`src/btf_pkg.sv`:
```
// constants and types for the ballast trigger and fault monitor
// How it works
// above the trigger threshold, fire trigger pulses once every 960 us period
// enough oscillations counted in one period marks running and stops triggers
// reset threshold rising resets all logic units and starts the preheat timer; the code keeps fault_latch and temp_block unless dropout is set
// preheat output is active low and stays active for one second
// temperature and oscillation supervision act only above the reset threshold
// fault comparator high counts as an error
// fault comparator is sampled once per trigger period
// first error starts a one second delay, then the comparator is checked again
// fault latch sets only on a second error in the cycle after the delay
// no error at the recheck drops the first error and resumes sampling
// fault latch clears on brief supply removal or a lamp change
// latched fault blocks triggers and drives the turn-off transistor
// below the low threshold with a fault, drive stops but triggers stay blocked
// over-temperature blocks triggers and drives the turn-off transistor too
// temperature mode picks automatic restart or restart after mains loss
// temperature mode low restarts automatically once the part has cooled
// a lamp change restarts the trigger sequence
// logic acts only on synchronised digital supply indications
package btf_pkg;

    localparam int unsigned BTF_CLK_MHZ         = 125;
    localparam int unsigned BTF_TRIG_PERIOD_US  = 960;
    localparam int unsigned BTF_TRIG_PERIOD_CYC = BTF_TRIG_PERIOD_US * BTF_CLK_MHZ;
    localparam int unsigned BTF_ONE_SECOND_MS   = 1000;
    localparam int unsigned BTF_SECOND_CYC      = BTF_ONE_SECOND_MS * 1000 * BTF_CLK_MHZ;
    localparam int unsigned BTF_PULSE_NS        = 900;
    localparam int unsigned BTF_PULSE_CYC       = (BTF_PULSE_NS * BTF_CLK_MHZ + 999) / 1000;
    localparam int unsigned BTF_MIN_OSC         = 4;

    localparam int unsigned BTF_PER_W  = 17;
    localparam int unsigned BTF_SEC_W  = 27;
    localparam int unsigned BTF_PUL_W  = 7;
    localparam int unsigned BTF_OSC_W  = 4;
    localparam int unsigned BTF_ADDR_W = 8;
    localparam int unsigned BTF_DATA_W = 32;

    localparam logic [BTF_PUL_W-1:0] BTF_PULSE_LAST = BTF_PUL_W'(BTF_PULSE_CYC - 1);

    // synchroniser lanes
    localparam int unsigned BTF_IN_W     = 8;
    localparam int unsigned BTF_IN_SUP7  = 0;
    localparam int unsigned BTF_IN_SUP8  = 1;
    localparam int unsigned BTF_IN_SUP6  = 2;
    localparam int unsigned BTF_IN_FAULT = 3;
    localparam int unsigned BTF_IN_OSC   = 4;
    localparam int unsigned BTF_IN_TEMP  = 5;
    localparam int unsigned BTF_IN_TMODE = 6;
    localparam int unsigned BTF_IN_LAMP  = 7;

    // event bits of status, clear and enable
    localparam int unsigned BTF_EV_W       = 6;
    localparam int unsigned BTF_EV_OSC     = 0;
    localparam int unsigned BTF_EV_ERR1    = 1;
    localparam int unsigned BTF_EV_LATCH   = 2;
    localparam int unsigned BTF_EV_TEMP    = 3;
    localparam int unsigned BTF_EV_LAMP    = 4;
    localparam int unsigned BTF_EV_PREHEAT = 5;

    localparam logic [BTF_ADDR_W-1:0] BTF_REG_STATUS = 8'h00;
    localparam logic [BTF_ADDR_W-1:0] BTF_REG_CLEAR  = 8'h04;
    localparam logic [BTF_ADDR_W-1:0] BTF_REG_ENABLE = 8'h08;
    localparam logic [BTF_ADDR_W-1:0] BTF_REG_CTRL   = 8'h0C;
    localparam logic [BTF_ADDR_W-1:0] BTF_REG_STATE  = 8'h10;

    localparam int unsigned BTF_CTL_W       = 1;
    localparam int unsigned BTF_CTL_TRIG_EN = 0;
    localparam logic [BTF_CTL_W-1:0] BTF_CTL_RESET = 1'h1;
    localparam logic [BTF_EV_W-1:0]  BTF_EN_RESET  = 6'h00;

    typedef enum logic [1:0] {
        FLT_IDLE,
        FLT_DELAY,
        FLT_RECHECK,
        FLT_LATCHED
    } btf_fault_st_t;

    typedef struct packed {
        logic [BTF_IN_W-1:0]   sync1;
        logic [BTF_IN_W-1:0]   sync2;
        logic [BTF_IN_W-1:0]   sync3;
        logic [BTF_IN_W-1:0]   filt;
        logic [BTF_IN_W-1:0]   filt_d;
        logic [BTF_PER_W-1:0]  per_cnt;
        logic [BTF_PUL_W-1:0]  pul_cnt;
        logic [BTF_OSC_W-1:0]  osc_cnt;
        logic [BTF_SEC_W-1:0]  dly_cnt;
        logic [BTF_SEC_W-1:0]  pre_cnt;
        btf_fault_st_t         flt;
        logic                  running;
        logic                  fault_latch;
        logic                  temp_block;
        logic                  kill_cut;
        logic                  dropout;
        logic                  preheat_n;
        logic                  trk_out;
        logic                  trk_oe;
        logic [BTF_CTL_W-1:0]  ctl;
        logic [BTF_EV_W-1:0]   ev_status;
        logic [BTF_EV_W-1:0]   ev_enable;
        logic                  irq;
        logic [BTF_DATA_W-1:0] rdata;
    } btf_state_t;

endpackage: btf_pkg

```
`src/btf_monitor.sv`:
```
`timescale 1ns/1ps
// ballast trigger sequencer with fault latch, preheat timer and register port
module btf_monitor
    import btf_pkg::*;
#(
    parameter logic [BTF_PER_W-1:0] PERIOD_CYC = BTF_PER_W'(BTF_TRIG_PERIOD_CYC),
    parameter logic [BTF_SEC_W-1:0] SECOND_CYC = BTF_SEC_W'(BTF_SECOND_CYC),
    parameter logic [BTF_OSC_W-1:0] MIN_OSC    = BTF_OSC_W'(BTF_MIN_OSC)
) (
    input  wire logic                  clock,
    input  wire logic                  rst_n,
    input  wire logic                  clk_en,
    input  wire logic                  supply_above_trig,
    input  wire logic                  supply_above_reset,
    input  wire logic                  supply_above_low,
    input  wire logic                  fault_sense_input,
    input  wire logic                  over_temp,
    input  wire logic                  temp_mode_select,
    input  wire logic                  lamp_swap_input,
    input  wire logic                  trigger_kill_pin_in,
    output wire logic                  trigger_kill_pin_out,
    output wire logic                  trigger_kill_pin_oe,
    output wire logic                  preheat_n,
    output wire logic                  irq,
    input  wire logic [BTF_ADDR_W-1:0] addr,
    input  wire logic [BTF_DATA_W-1:0] wdata,
    input  wire logic                  wr,
    input  wire logic                  rd,
    output wire logic [BTF_DATA_W-1:0] rdata
);

    btf_state_t st_reg;
    btf_state_t st_next;

    logic [BTF_IN_W-1:0] raw_in;
    logic                sup7;
    logic                sup8;
    logic                fault_now;
    logic                otemp;
    logic                tmode;
    logic                per_tick;
    logic                rise8;
    logic                fell6;
    logic                lamp_rise;
    logic                osc_rise;
    logic                block;
    logic                trig_ok;

    localparam btf_state_t ST_RESET = '{
        sync1:       '0,
        sync2:       '0,
        sync3:       '0,
        filt:        '0,
        filt_d:      '0,
        per_cnt:     '0,
        pul_cnt:     '0,
        osc_cnt:     '0,
        dly_cnt:     '0,
        pre_cnt:     '0,
        flt:         FLT_IDLE,
        running:     1'b0,
        fault_latch: 1'b0,
        temp_block:  1'b0,
        kill_cut:    1'b0,
        dropout:     1'b0,
        preheat_n:   1'b1,
        trk_out:     1'b0,
        trk_oe:      1'b0,
        ctl:         BTF_CTL_RESET,
        ev_status:   '0,
        ev_enable:   BTF_EN_RESET,
        irq:         1'b0,
        rdata:       '0
    };

    function automatic logic rose_at(
        input logic [BTF_IN_W-1:0] cur,
        input logic [BTF_IN_W-1:0] prev,
        input int unsigned         lane
    );
        rose_at = cur[lane] & ~prev[lane];
    endfunction: rose_at

    assign raw_in[BTF_IN_SUP7]  = supply_above_trig;
    assign raw_in[BTF_IN_SUP8]  = supply_above_reset;
    assign raw_in[BTF_IN_SUP6]  = supply_above_low;
    assign raw_in[BTF_IN_FAULT] = fault_sense_input;
    assign raw_in[BTF_IN_OSC]   = trigger_kill_pin_in;
    assign raw_in[BTF_IN_TEMP]  = over_temp;
    assign raw_in[BTF_IN_TMODE] = temp_mode_select;
    assign raw_in[BTF_IN_LAMP]  = lamp_swap_input;

    // act on filtered indications only
    assign sup7      = st_reg.filt[BTF_IN_SUP7];
    assign sup8      = st_reg.filt[BTF_IN_SUP8];
    assign fault_now = st_reg.filt[BTF_IN_FAULT];
    assign otemp     = st_reg.filt[BTF_IN_TEMP];
    assign tmode     = st_reg.filt[BTF_IN_TMODE];
    assign rise8     = rose_at(st_reg.filt, st_reg.filt_d, BTF_IN_SUP8);
    assign lamp_rise = rose_at(st_reg.filt, st_reg.filt_d, BTF_IN_LAMP);
    assign fell6     = rose_at(st_reg.filt_d, st_reg.filt, BTF_IN_SUP6);
    // our own pulse on the pin must not count as oscillation
    assign osc_rise  = rose_at(st_reg.filt, st_reg.filt_d, BTF_IN_OSC) & ~st_reg.trk_oe;
    assign per_tick  = sup7 && (st_reg.per_cnt == PERIOD_CYC - 1'b1);
    assign block     = st_reg.fault_latch | st_reg.temp_block;
    assign trig_ok   = per_tick && !st_reg.running && !block
                       && st_reg.ctl[BTF_CTL_TRIG_EN];

    always_comb begin
        logic [BTF_IN_W-1:0] agree;
        logic [BTF_EV_W-1:0] ev;
        logic [BTF_EV_W-1:0] clr;
        agree = ~(st_reg.sync2 ^ st_reg.sync3);
        ev = '0;
        clr = '0;
        st_next = st_reg;

        // three stages, change taken once stages two and three agree
        st_next.sync1  = raw_in;
        st_next.sync2  = st_reg.sync1;
        st_next.sync3  = st_reg.sync2;
        st_next.filt   = (st_reg.sync3 & agree) | (st_reg.filt & ~agree);
        st_next.filt_d = st_reg.filt;

        // period timer runs only above the trigger threshold
        if (!sup7 || per_tick) begin
            st_next.per_cnt = '0;
        end else begin
            st_next.per_cnt = st_reg.per_cnt + 1'b1;
        end

        // pulse start and width
        if (st_reg.trk_out) begin
            // a block cuts a pulse short
            if (block || st_reg.pul_cnt == '0) begin
                st_next.trk_out = 1'b0;
            end else begin
                st_next.pul_cnt = st_reg.pul_cnt - 1'b1;
            end
        end else if (trig_ok) begin
            st_next.trk_out = 1'b1;
            st_next.pul_cnt = BTF_PULSE_LAST;
        end

        // count oscillations per period
        if (!sup8) begin
            // no supervision below the reset threshold
            st_next.osc_cnt = '0;
            st_next.running = 1'b0;
        end else if (per_tick) begin
            st_next.running = (st_reg.osc_cnt >= MIN_OSC);
            st_next.osc_cnt = '0;
            if (!st_reg.running && st_reg.osc_cnt >= MIN_OSC) begin
                ev[BTF_EV_OSC] = 1'b1;
            end
        end else if (osc_rise && st_reg.osc_cnt != '1) begin
            st_next.osc_cnt = st_reg.osc_cnt + 1'b1;
        end

        // fault sampled once per period
        if (sup8) begin
            case (st_reg.flt)
                FLT_IDLE: begin
                    if (per_tick && fault_now) begin
                        // first error starts the delay
                        st_next.flt     = FLT_DELAY;
                        st_next.dly_cnt = SECOND_CYC - 1'b1;
                        ev[BTF_EV_ERR1] = 1'b1;
                    end
                end
                FLT_DELAY: begin
                    if (st_reg.dly_cnt == '0) begin
                        st_next.flt = FLT_RECHECK;
                    end else begin
                        st_next.dly_cnt = st_reg.dly_cnt - 1'b1;
                    end
                end
                FLT_RECHECK: begin
                    if (per_tick) begin
                        if (fault_now) begin
                            // second error latches
                            st_next.flt         = FLT_LATCHED;
                            st_next.fault_latch = 1'b1;
                            ev[BTF_EV_LATCH]    = 1'b1;
                        end else begin
                            // no second error
                            st_next.flt = FLT_IDLE;
                        end
                    end
                end
                FLT_LATCHED: begin
                    if (!st_reg.fault_latch) begin
                        st_next.flt = FLT_IDLE;
                    end
                end
                default: begin
                    st_next.flt = FLT_IDLE;
                end
            endcase
        end

        // over-temperature supervision
        if (sup8) begin
            if (otemp) begin
                st_next.temp_block = 1'b1;
                if (!st_reg.temp_block) begin
                    ev[BTF_EV_TEMP] = 1'b1;
                end
            end else if (st_reg.temp_block && !tmode) begin
                // mode low restarts once the indication drops
                st_next.temp_block = 1'b0;
            end
        end

        // supply collapse under block removes the drive until the block clears
        if (!block) begin
            st_next.kill_cut = 1'b0;
        end else if (fell6) begin
            st_next.kill_cut = 1'b1;
        end

        // a dip below the low threshold not caused by our drive
        if (!st_reg.filt[BTF_IN_SUP6] && !st_reg.kill_cut && !st_reg.trk_oe) begin
            st_next.dropout = 1'b1;
        end

        // preheat timer
        if (!st_reg.preheat_n) begin
            if (st_reg.pre_cnt == '0) begin
                st_next.preheat_n   = 1'b1;
                ev[BTF_EV_PREHEAT]  = 1'b1;
            end else begin
                st_next.pre_cnt = st_reg.pre_cnt - 1'b1;
            end
        end

        // lamp change clears the latch and restarts triggering
        if (lamp_rise) begin
            st_next.fault_latch = 1'b0;
            st_next.flt         = FLT_IDLE;
            st_next.running     = 1'b0;
            st_next.osc_cnt     = '0;
            st_next.per_cnt     = '0;
            ev[BTF_EV_LAMP]     = 1'b1;
        end

        // reset threshold reached: reset units, start preheat
        if (rise8) begin
            st_next.flt       = FLT_IDLE;
            st_next.running   = 1'b0;
            st_next.osc_cnt   = '0;
            st_next.per_cnt   = '0;
            st_next.trk_out   = 1'b0;
            st_next.preheat_n = 1'b0;
            st_next.pre_cnt   = SECOND_CYC - 1'b1;
            st_next.dropout   = 1'b0;
            // latches survive our own collapse, not a mains loss
            if (st_reg.dropout) begin
                st_next.fault_latch = 1'b0;
                st_next.temp_block  = 1'b0;
            end
        end

        // pin drive: pulse high, turn-off transistor low
        st_next.trk_oe = st_next.trk_out
                         | ((st_next.fault_latch | st_next.temp_block) & ~st_next.kill_cut);

        // register writes
        if (wr) begin
            if (addr == BTF_REG_CLEAR) begin
                clr = wdata[BTF_EV_W-1:0];
            end else if (addr == BTF_REG_ENABLE) begin
                st_next.ev_enable = wdata[BTF_EV_W-1:0];
            end else if (addr == BTF_REG_CTRL) begin
                st_next.ctl = wdata[BTF_CTL_W-1:0];
            end
        end

        // a new event wins over a clear in the same cycle
        st_next.ev_status = (st_reg.ev_status & ~clr) | ev;
        st_next.irq       = |(st_next.ev_status & st_next.ev_enable);

        // register reads, data valid for the following cycle only
        st_next.rdata = '0;
        if (rd) begin
            if (addr == BTF_REG_STATUS) begin
                st_next.rdata = {{(BTF_DATA_W-BTF_EV_W){1'b0}}, st_reg.ev_status};
            end else if (addr == BTF_REG_ENABLE) begin
                st_next.rdata = {{(BTF_DATA_W-BTF_EV_W){1'b0}}, st_reg.ev_enable};
            end else if (addr == BTF_REG_CTRL) begin
                st_next.rdata = {{(BTF_DATA_W-BTF_CTL_W){1'b0}}, st_reg.ctl};
            end else if (addr == BTF_REG_STATE) begin
                st_next.rdata = {{(BTF_DATA_W-10){1'b0}}, st_reg.flt,
                                 ~st_reg.preheat_n, st_reg.kill_cut,
                                 st_reg.temp_block, st_reg.fault_latch,
                                 st_reg.running, sup8, sup7, st_reg.trk_out};
            end
        end
    end

    // clock enable low freezes everything, strobes included
    always_ff @(posedge clock or negedge rst_n) begin
        if (!rst_n) begin
            st_reg <= ST_RESET;
        end else if (clk_en) begin
            st_reg <= st_next;
        end
    end

    assign trigger_kill_pin_out = st_reg.trk_out;
    assign trigger_kill_pin_oe  = st_reg.trk_oe;
    assign preheat_n            = st_reg.preheat_n;
    assign irq                  = st_reg.irq;
    assign rdata                = st_reg.rdata;

    property p_trig_fire;
        @(posedge clock) disable iff (!rst_n)
        clk_en && trig_ok && !st_reg.trk_out && !rise8 |=> trigger_kill_pin_out
            && trigger_kill_pin_oe;
    endproperty
    a_trig_fire: assert property (p_trig_fire) else $error("trigger did not fire");

    property p_no_trig_running;
        @(posedge clock) disable iff (!rst_n)
        clk_en && st_reg.running |=> !$rose(trigger_kill_pin_out);
    endproperty
    a_no_trig_running: assert property (p_no_trig_running) else $error("pulse while running");

    property p_preheat_start;
        @(posedge clock) disable iff (!rst_n)
        clk_en && rise8 |=> !preheat_n ##0 st_reg.pre_cnt == SECOND_CYC - 1'b1;
    endproperty
    a_preheat_start: assert property (p_preheat_start) else $error("preheat not started");

    property p_preheat_end;
        @(posedge clock) disable iff (!rst_n)
        clk_en && !preheat_n && st_reg.pre_cnt == '0 && !rise8 |=> preheat_n;
    endproperty
    a_preheat_end: assert property (p_preheat_end) else $error("preheat not released");

    property p_delay_load;
        @(posedge clock) disable iff (!rst_n)
        clk_en && sup8 && per_tick && fault_now && st_reg.flt == FLT_IDLE
            && !rise8 && !lamp_rise |=> st_reg.flt == FLT_DELAY
            && st_reg.dly_cnt == SECOND_CYC - 1'b1;
    endproperty
    a_delay_load: assert property (p_delay_load) else $error("delay not started");

    property p_latch_cause;
        @(posedge clock) disable iff (!rst_n)
        $rose(st_reg.fault_latch) |-> $past(st_reg.flt) == FLT_RECHECK && $past(fault_now);
    endproperty
    a_latch_cause: assert property (p_latch_cause) else $error("latch without second error");

    property p_recheck_clean;
        @(posedge clock) disable iff (!rst_n)
        clk_en && sup8 && st_reg.flt == FLT_RECHECK && per_tick && !fault_now
            |=> st_reg.flt == FLT_IDLE && !st_reg.fault_latch;
    endproperty
    a_recheck_clean: assert property (p_recheck_clean) else $error("first error kept");

    property p_lamp_clear;
        @(posedge clock) disable iff (!rst_n)
        clk_en && lamp_rise |=> !st_reg.fault_latch;
    endproperty
    a_lamp_clear: assert property (p_lamp_clear) else $error("lamp change kept latch");

    property p_kill_drive;
        @(posedge clock) disable iff (!rst_n)
        clk_en && (st_reg.fault_latch || (st_reg.temp_block && (otemp || tmode || !sup8)))
            && !st_reg.kill_cut && !fell6 && !lamp_rise && !rise8
            |=> trigger_kill_pin_oe && !trigger_kill_pin_out;
    endproperty
    a_kill_drive: assert property (p_kill_drive) else $error("no turn-off drive");

    property p_kill_cut;
        @(posedge clock) disable iff (!rst_n)
        clk_en && st_reg.fault_latch && fell6 && !lamp_rise && !rise8
            |=> !trigger_kill_pin_oe [*2];
    endproperty
    a_kill_cut: assert property (p_kill_cut) else $error("drive kept after collapse");

    property p_temp_auto;
        @(posedge clock) disable iff (!rst_n)
        clk_en && sup8 && st_reg.temp_block && !otemp && !tmode |=> !st_reg.temp_block;
    endproperty
    a_temp_auto: assert property (p_temp_auto) else $error("no automatic restart");

endmodule: btf_monitor

```
`config.mk`:
```
export PLATFORM = sky130hd
export DESIGN_NAME = btf_monitor
export DESIGN_NICKNAME = d
export VERILOG_FILES = /design/src/btf_pkg.sv /design/src/btf_monitor.sv
export SDC_FILE = /design/constraint.sdc
export NUM_CORES = 1
export LEC_CHECK = 0
export BUFFER_PORTS_ARGS = -buffer_cell sky130_fd_sc_hd__buf_2
export CORE_ASPECT_RATIO = 1.1
export CORE_MARGIN = 4
export CORE_UTILIZATION = 30
export CTS_CLUSTER_SIZE = 20
export DETAILED_ROUTE_END_ITERATION = 8
export GPL_TIMING_DRIVEN = 1
export PLACE_DENSITY = 0.51
export SYNTH_ARGS = -nofsm -noshare
export SYNTH_HDL_FRONTEND = slang
export SYNTH_SLANG_ARGS = --single-unit
```
`constraint.sdc`:
```
create_clock -name clock -period 3.3 [get_ports clock]
set_clock_uncertainty 0.15 [all_clocks]
set_input_delay 0.165 -clock clock [delete_from_list [all_inputs] [get_ports clock]]
set_output_delay 0.165 -clock clock [all_outputs]
set_load 0.005 [all_outputs]
```
=== Word-level counts from Yosys, hierarchy flattened ===
Cells that the tools add are included.

* Flip-flop bits (word level): 178
* Word-level logic and storage cells: 183
* Output and inout port bits: 36

* Mux-type cells: 68
* Equality and inequality tests: 20
* Bitwise logic cells: 28
* Reduce and logical (&&, ||, !) cells: 37
* $lt $le $gt $ge: 1
* $add $sub $neg: 5

{| class="wikitable"
|+ Operators by type and width
! operator !! number
|-
| $mux 27 || 4
|-
| $logic_not 27->1 || 2
|-
| $pmux 27 s2 || 1
|-
| $sub 27x1->27 const B || 2
|-
| $mux 17 || 3
|-
| $mux 10 || 5
|-
| $mux 32 || 1
|-
| $mux 1 || 30
|-
| $mux 6 || 5
|-
| $mux 4 || 6
|-
| $mux 7 || 3
|-
| $ne 4x4->1 const B || 5
|-
| $add 17x1->17 const B || 1
|-
| $eq 17x17->1 const B || 1
|-
| $and 8x8->8 || 2
|-
| $eq 8x4->1 const B || 2
|-
| $mux 2 || 8
|-
| $not 8->8 || 2
|-
| $and 6x6->6 || 2
|-
| $logic_and 1x1->1 || 10
|-
| $reduce_and 5->1 || 2
|-
| $not 1->1 || 9
|-
| $eq 8x3->1 const B || 1
|-
| $eq 8x5->1 const B || 1
|-
| other kinds (28) || 51
|}

=== Depth between registers and ports, before layout ===
* Depth after elaboration: 12
* Gate-level depth with buffers: 8

=== Worst setup path before layout ===
No wires, ideal clock.

* Kind: reg2reg
* Start point: register st_reg[56] (netlist bit)
* End point: register st_reg[67] (netlist bit)
* Stages on the path, launching flop included: 9
* Arrival time: 2.112 ns
* Buffers on the path: 0
* Required time: 3.027 ns
* Slack: 0.915 ns
* Clock period less this slack: 2.385 ns
* Setup time: 0.123 ns
* Path through: dfrtp_1 -> inv_1 -> ha_1 -> or4b_2 -> nor3_2 -> a31oi_1 -> and3b_1 -> xnor2_1 -> nand2_1

* Word-level cells in the longest chain between the ends: 4
* Elaborated cells on any way between the ends: 7
* Classes of those cells: 1 x add/sub; 1 x eq/ne; 3 x mux; 2 x reduce/logical

{| class="wikitable"
|+ Ends and longest elaborated chain
! what !! line !! RTL
|-
| start, declared || btf_monitor.sv:32 || <nowiki>btf_state_t st_reg;</nowiki>
|-
| start signal, assigned || btf_monitor.sv:306 || <nowiki>st_reg <= st_next;</nowiki>
|-
| $sub 27x1->27 || btf_monitor.sv:233 || <nowiki>st_next.pre_cnt = st_reg.pre_cnt - 1'b1;</nowiki>
|-
| $mux 27 || btf_monitor.sv:229 || <nowiki>if (st_reg.pre_cnt == '0) begin</nowiki>
|-
| $mux 27 || btf_monitor.sv:228 || <nowiki>if (!st_reg.preheat_n) begin</nowiki>
|-
| $mux 32 || btf_monitor.sv:248 || <nowiki>if (rise8) begin</nowiki>
|}

Several ways; a longest one is shown, not always the timed one. The select of a mux whose other input is x is not followed.
A chain may end at the register's enable or synchronous reset.

=== Worst setup path after layout ===
Ends and elaborated chain as after synthesis.

==> results.json <==
{
  "status": "completed",
  "start_kind": "register",
  "grt-ovfl-total": 0,
  "yosys_warnings": 0,
  "synth_edf_count": 0,
  "drc": 0,
  "start_util_pct": 30.4,
  "crit_type": "register to register",
  "grt_max_degree": 64,
  "cts_tree": "done",
  "cp.required_ns": 3.46,
  "largest_reg_flops": 114,
  "clockBufferDepth": 2,
  "fin_crit_sh_pct": 82.2,
  "timing.hold.ws_ns": 0.0144,
  "tightest_slew_ns": 0.844,
  "ir_worst_vdd_v": 0.000269,
  "dpl_cell_area_um2": 8430,
  "async_flop_share_pct": 100,
  "seq_area_frac_synth_pct": 48.1,
  "fmax_mhz": 369,
  "grt_antenna_before_repair": 0,
  "setup_viol": 0,
  "wl_per_cell_um": 14.7,
  "hold_path_class": "input pin to register",
  "drt_iter0_drc": 286,
  "timing.max_cap.violations": 0,
  "netlist_area_um2": 7920,
  "power_mw": 5.78,
  "ys_ff_latch": 152,
  "grt_pass1_wl_mm": 31.0,
  "synth_area_per_cell_um2": 9.56,
  "max_slew_margin_pct": 43.5,
  "grt_util_all_layers_pct": 13.3,
  "fin_ws_ns": 0.588,
  "drv_slew": 0,
  "switching_power_mw": 2.02,
  "rows": 62,
  "area_growth_pct": 16.0,
  "p_clk_share_pct": 33.7,
  "gp_congestion": 0.784,
  "yosysMostFrequentCell": "dfrtp_1",
  "cts_sinks": 152,
  "rsz0062_at_grt": "no",
  "core_area_um2": 26100,
  "via_count": 5965,
  "cts_root_buf": "clkbuf_16",
  "insertion_delay_ns": 0.44,
  "intPower_mw": 3.76,
  "hpwl_mm": 12.7,
  "seqPwrFrac_pct": 44.6,
  "syn_inst": 828,
  "synth_top_cell_area_share_pct": 47.4,
  "routed_via_density": 4.79,
  "synth_top_area_cell": "dfrtp_1",
  "finalNetCount": 939,
  "htreeDepth": 4,
  "synth_area_leaders": "dfrtp_1, nand2_1, o21ai_0, nor2_1, xor2_1",
  "arrival_ns": 2.88,
  "fin_cells": 1245,
  "hold_viol": 0,
  "drive_gt1_share_pct": 15.3,
  "drt_first_pass_iters": 4,
  "die-area_um2": 29000,
  "ys.flop_type": "dfrtp_1",
  "p_per_area_nw_per_um2": 630,
  "die_w_um": 163,
  "die_height_um": 178,
  "tns_ns": 0,
  "dp.cells": 1197,
  "synth.distinct_cells": 70,
  "diodes": 0,
  "finalCriticalPeriod_ns": 2.71,
  "worstSetupEndpointType": "register",
  "postRouteAntennaNets": 0,
  "p_leak_nw": 4.01,
  "comb_power_share_pct": 21.7,
  "wl_mm": 18.3,
  "clk_pin_slew_ns": 0.07,
  "fin_util_pct": 35.2,
  "port_buffers": 40,
  "fin_area_um2": 9180,
  "cts_inserted_buffers": 17,
  "cp_max_fo": 7,
  "synthTopCellsByCount": "dfrtp_1, nand2_1, nor2_1, o21ai_0, inv_1",
  "io_pins": 89,
  "place_ws_ns": 0.601,
  "switching_share_pct": 34.9,
  "grt_pass1_vias": 5863
}
## power by group through the flow
| stage | sequential, mW | clock (mW) | combinational [mW] |
|---|---|---|---|
| floorplan | 2.45 | 0 | 1.01 |
| global placement | 2.60 | 0 | 1.23 |
| detailed placement | 2.60 | 0 | 1.25 |
| CTS | 2.58 | 2.01 | 1.27 |
| global route | 2.64 | 2.08 | 1.44 |
| finish | 2.58 | 1.95 | 1.26 |
## cell usage in the layout (no fill, tap or decap), drive strengths merged, types with 5 or more instances in the layout
master,count
xnor2,27
inv,44
nor4,16
nor2b,10
dlygate4sd3,16
xor2,31
clkinv,7
o21ai,63
conb,22
o2bb2ai,7
or2,5
or3,8
or4,10
ha,6
nor3,24
o31ai,6
nand4b,7
and3,8
and2,8
nand4,15
a31oi,7
clkbuf,17
a21oi,28
mux2,22
dfrtp,150
nand2,96
mux2i,15
buf,56
nand3,25
nor2,81
## layout make-up
class / count / area (um^2)
sequential: 152 / 3810
multi-input combinational: 601 / 3700
clock inverter: 15 / 169
tap: 352 / 440
clock buffer: 17 / 425
inverter: 36 / 135
timing repair buffer: 72 / 512
fill: 2673 / 16900
## what timing repair did
action / CTS / global route
gates resized for setup: 0 / 0
hold endpoints to repair: 116 / 0
hold buffers: 16 / 0
setup buffers: 0 / 0
## cell families after synthesis
| family | count (synthesis) | share of synthesized area [%] |
|---|---|---|
| and+or+nand+nor | 336 | 22.2 |
| muxes | 37 | 5.03 |
| DFF | 152 | 48.1 |
| buffers and inverters | 96 | 6.21 |
| other | 1 | 0.0474 |
| AOI/OAI and AO/OA | 142 | 11.0 |
| xor gates and xnor gates | 58 | 6.42 |
| adders and majority gates | 6 | 0.948 |
## per-layer routing
metal | track usage (%) | part of all wire (%) | vias up
met2 | 20.9 | 46 | 85
met5 | 0 | 0 | -
met1 | 18.7 | 50 | 2917
met3 | 2.47 | 3.1 | 13
li1 | - | - | 2950
met4 | 3.77 | 0.91 | 0
## path summary, 6_finish.rpt
path / from / endpoint / slack (ns) / cells past startpoint
worst max-delay path: st_reg[56] / st_reg[67] / 0.59 / 8
worst min-delay path: rd / rdata[0] / 0.01 / 4
worst max register to register: st_reg[56] / st_reg[67] / 0.59 / 8
worst min register to register: st_next[162] / st_next[154] / 0.33 / 2
max in group asynchronous: rst_n / st_reg[110] / 2.18 / 3
min in group asynchronous: rst_n / st_reg[68] / 0.08 / 2
## worst max-delay path: stages (launching register included)
cell and delay [ns]:
dfrtp_1 0.42, inv_1 0.09, ha_1 0.18, or4b_2 0.65, nor3_2 0.30, a31oi_1 0.31, and3b_1 0.29, xnor2_1 0.13
nand2_1 0.06
No activity file was read; power rests on OpenSTA's default activity.
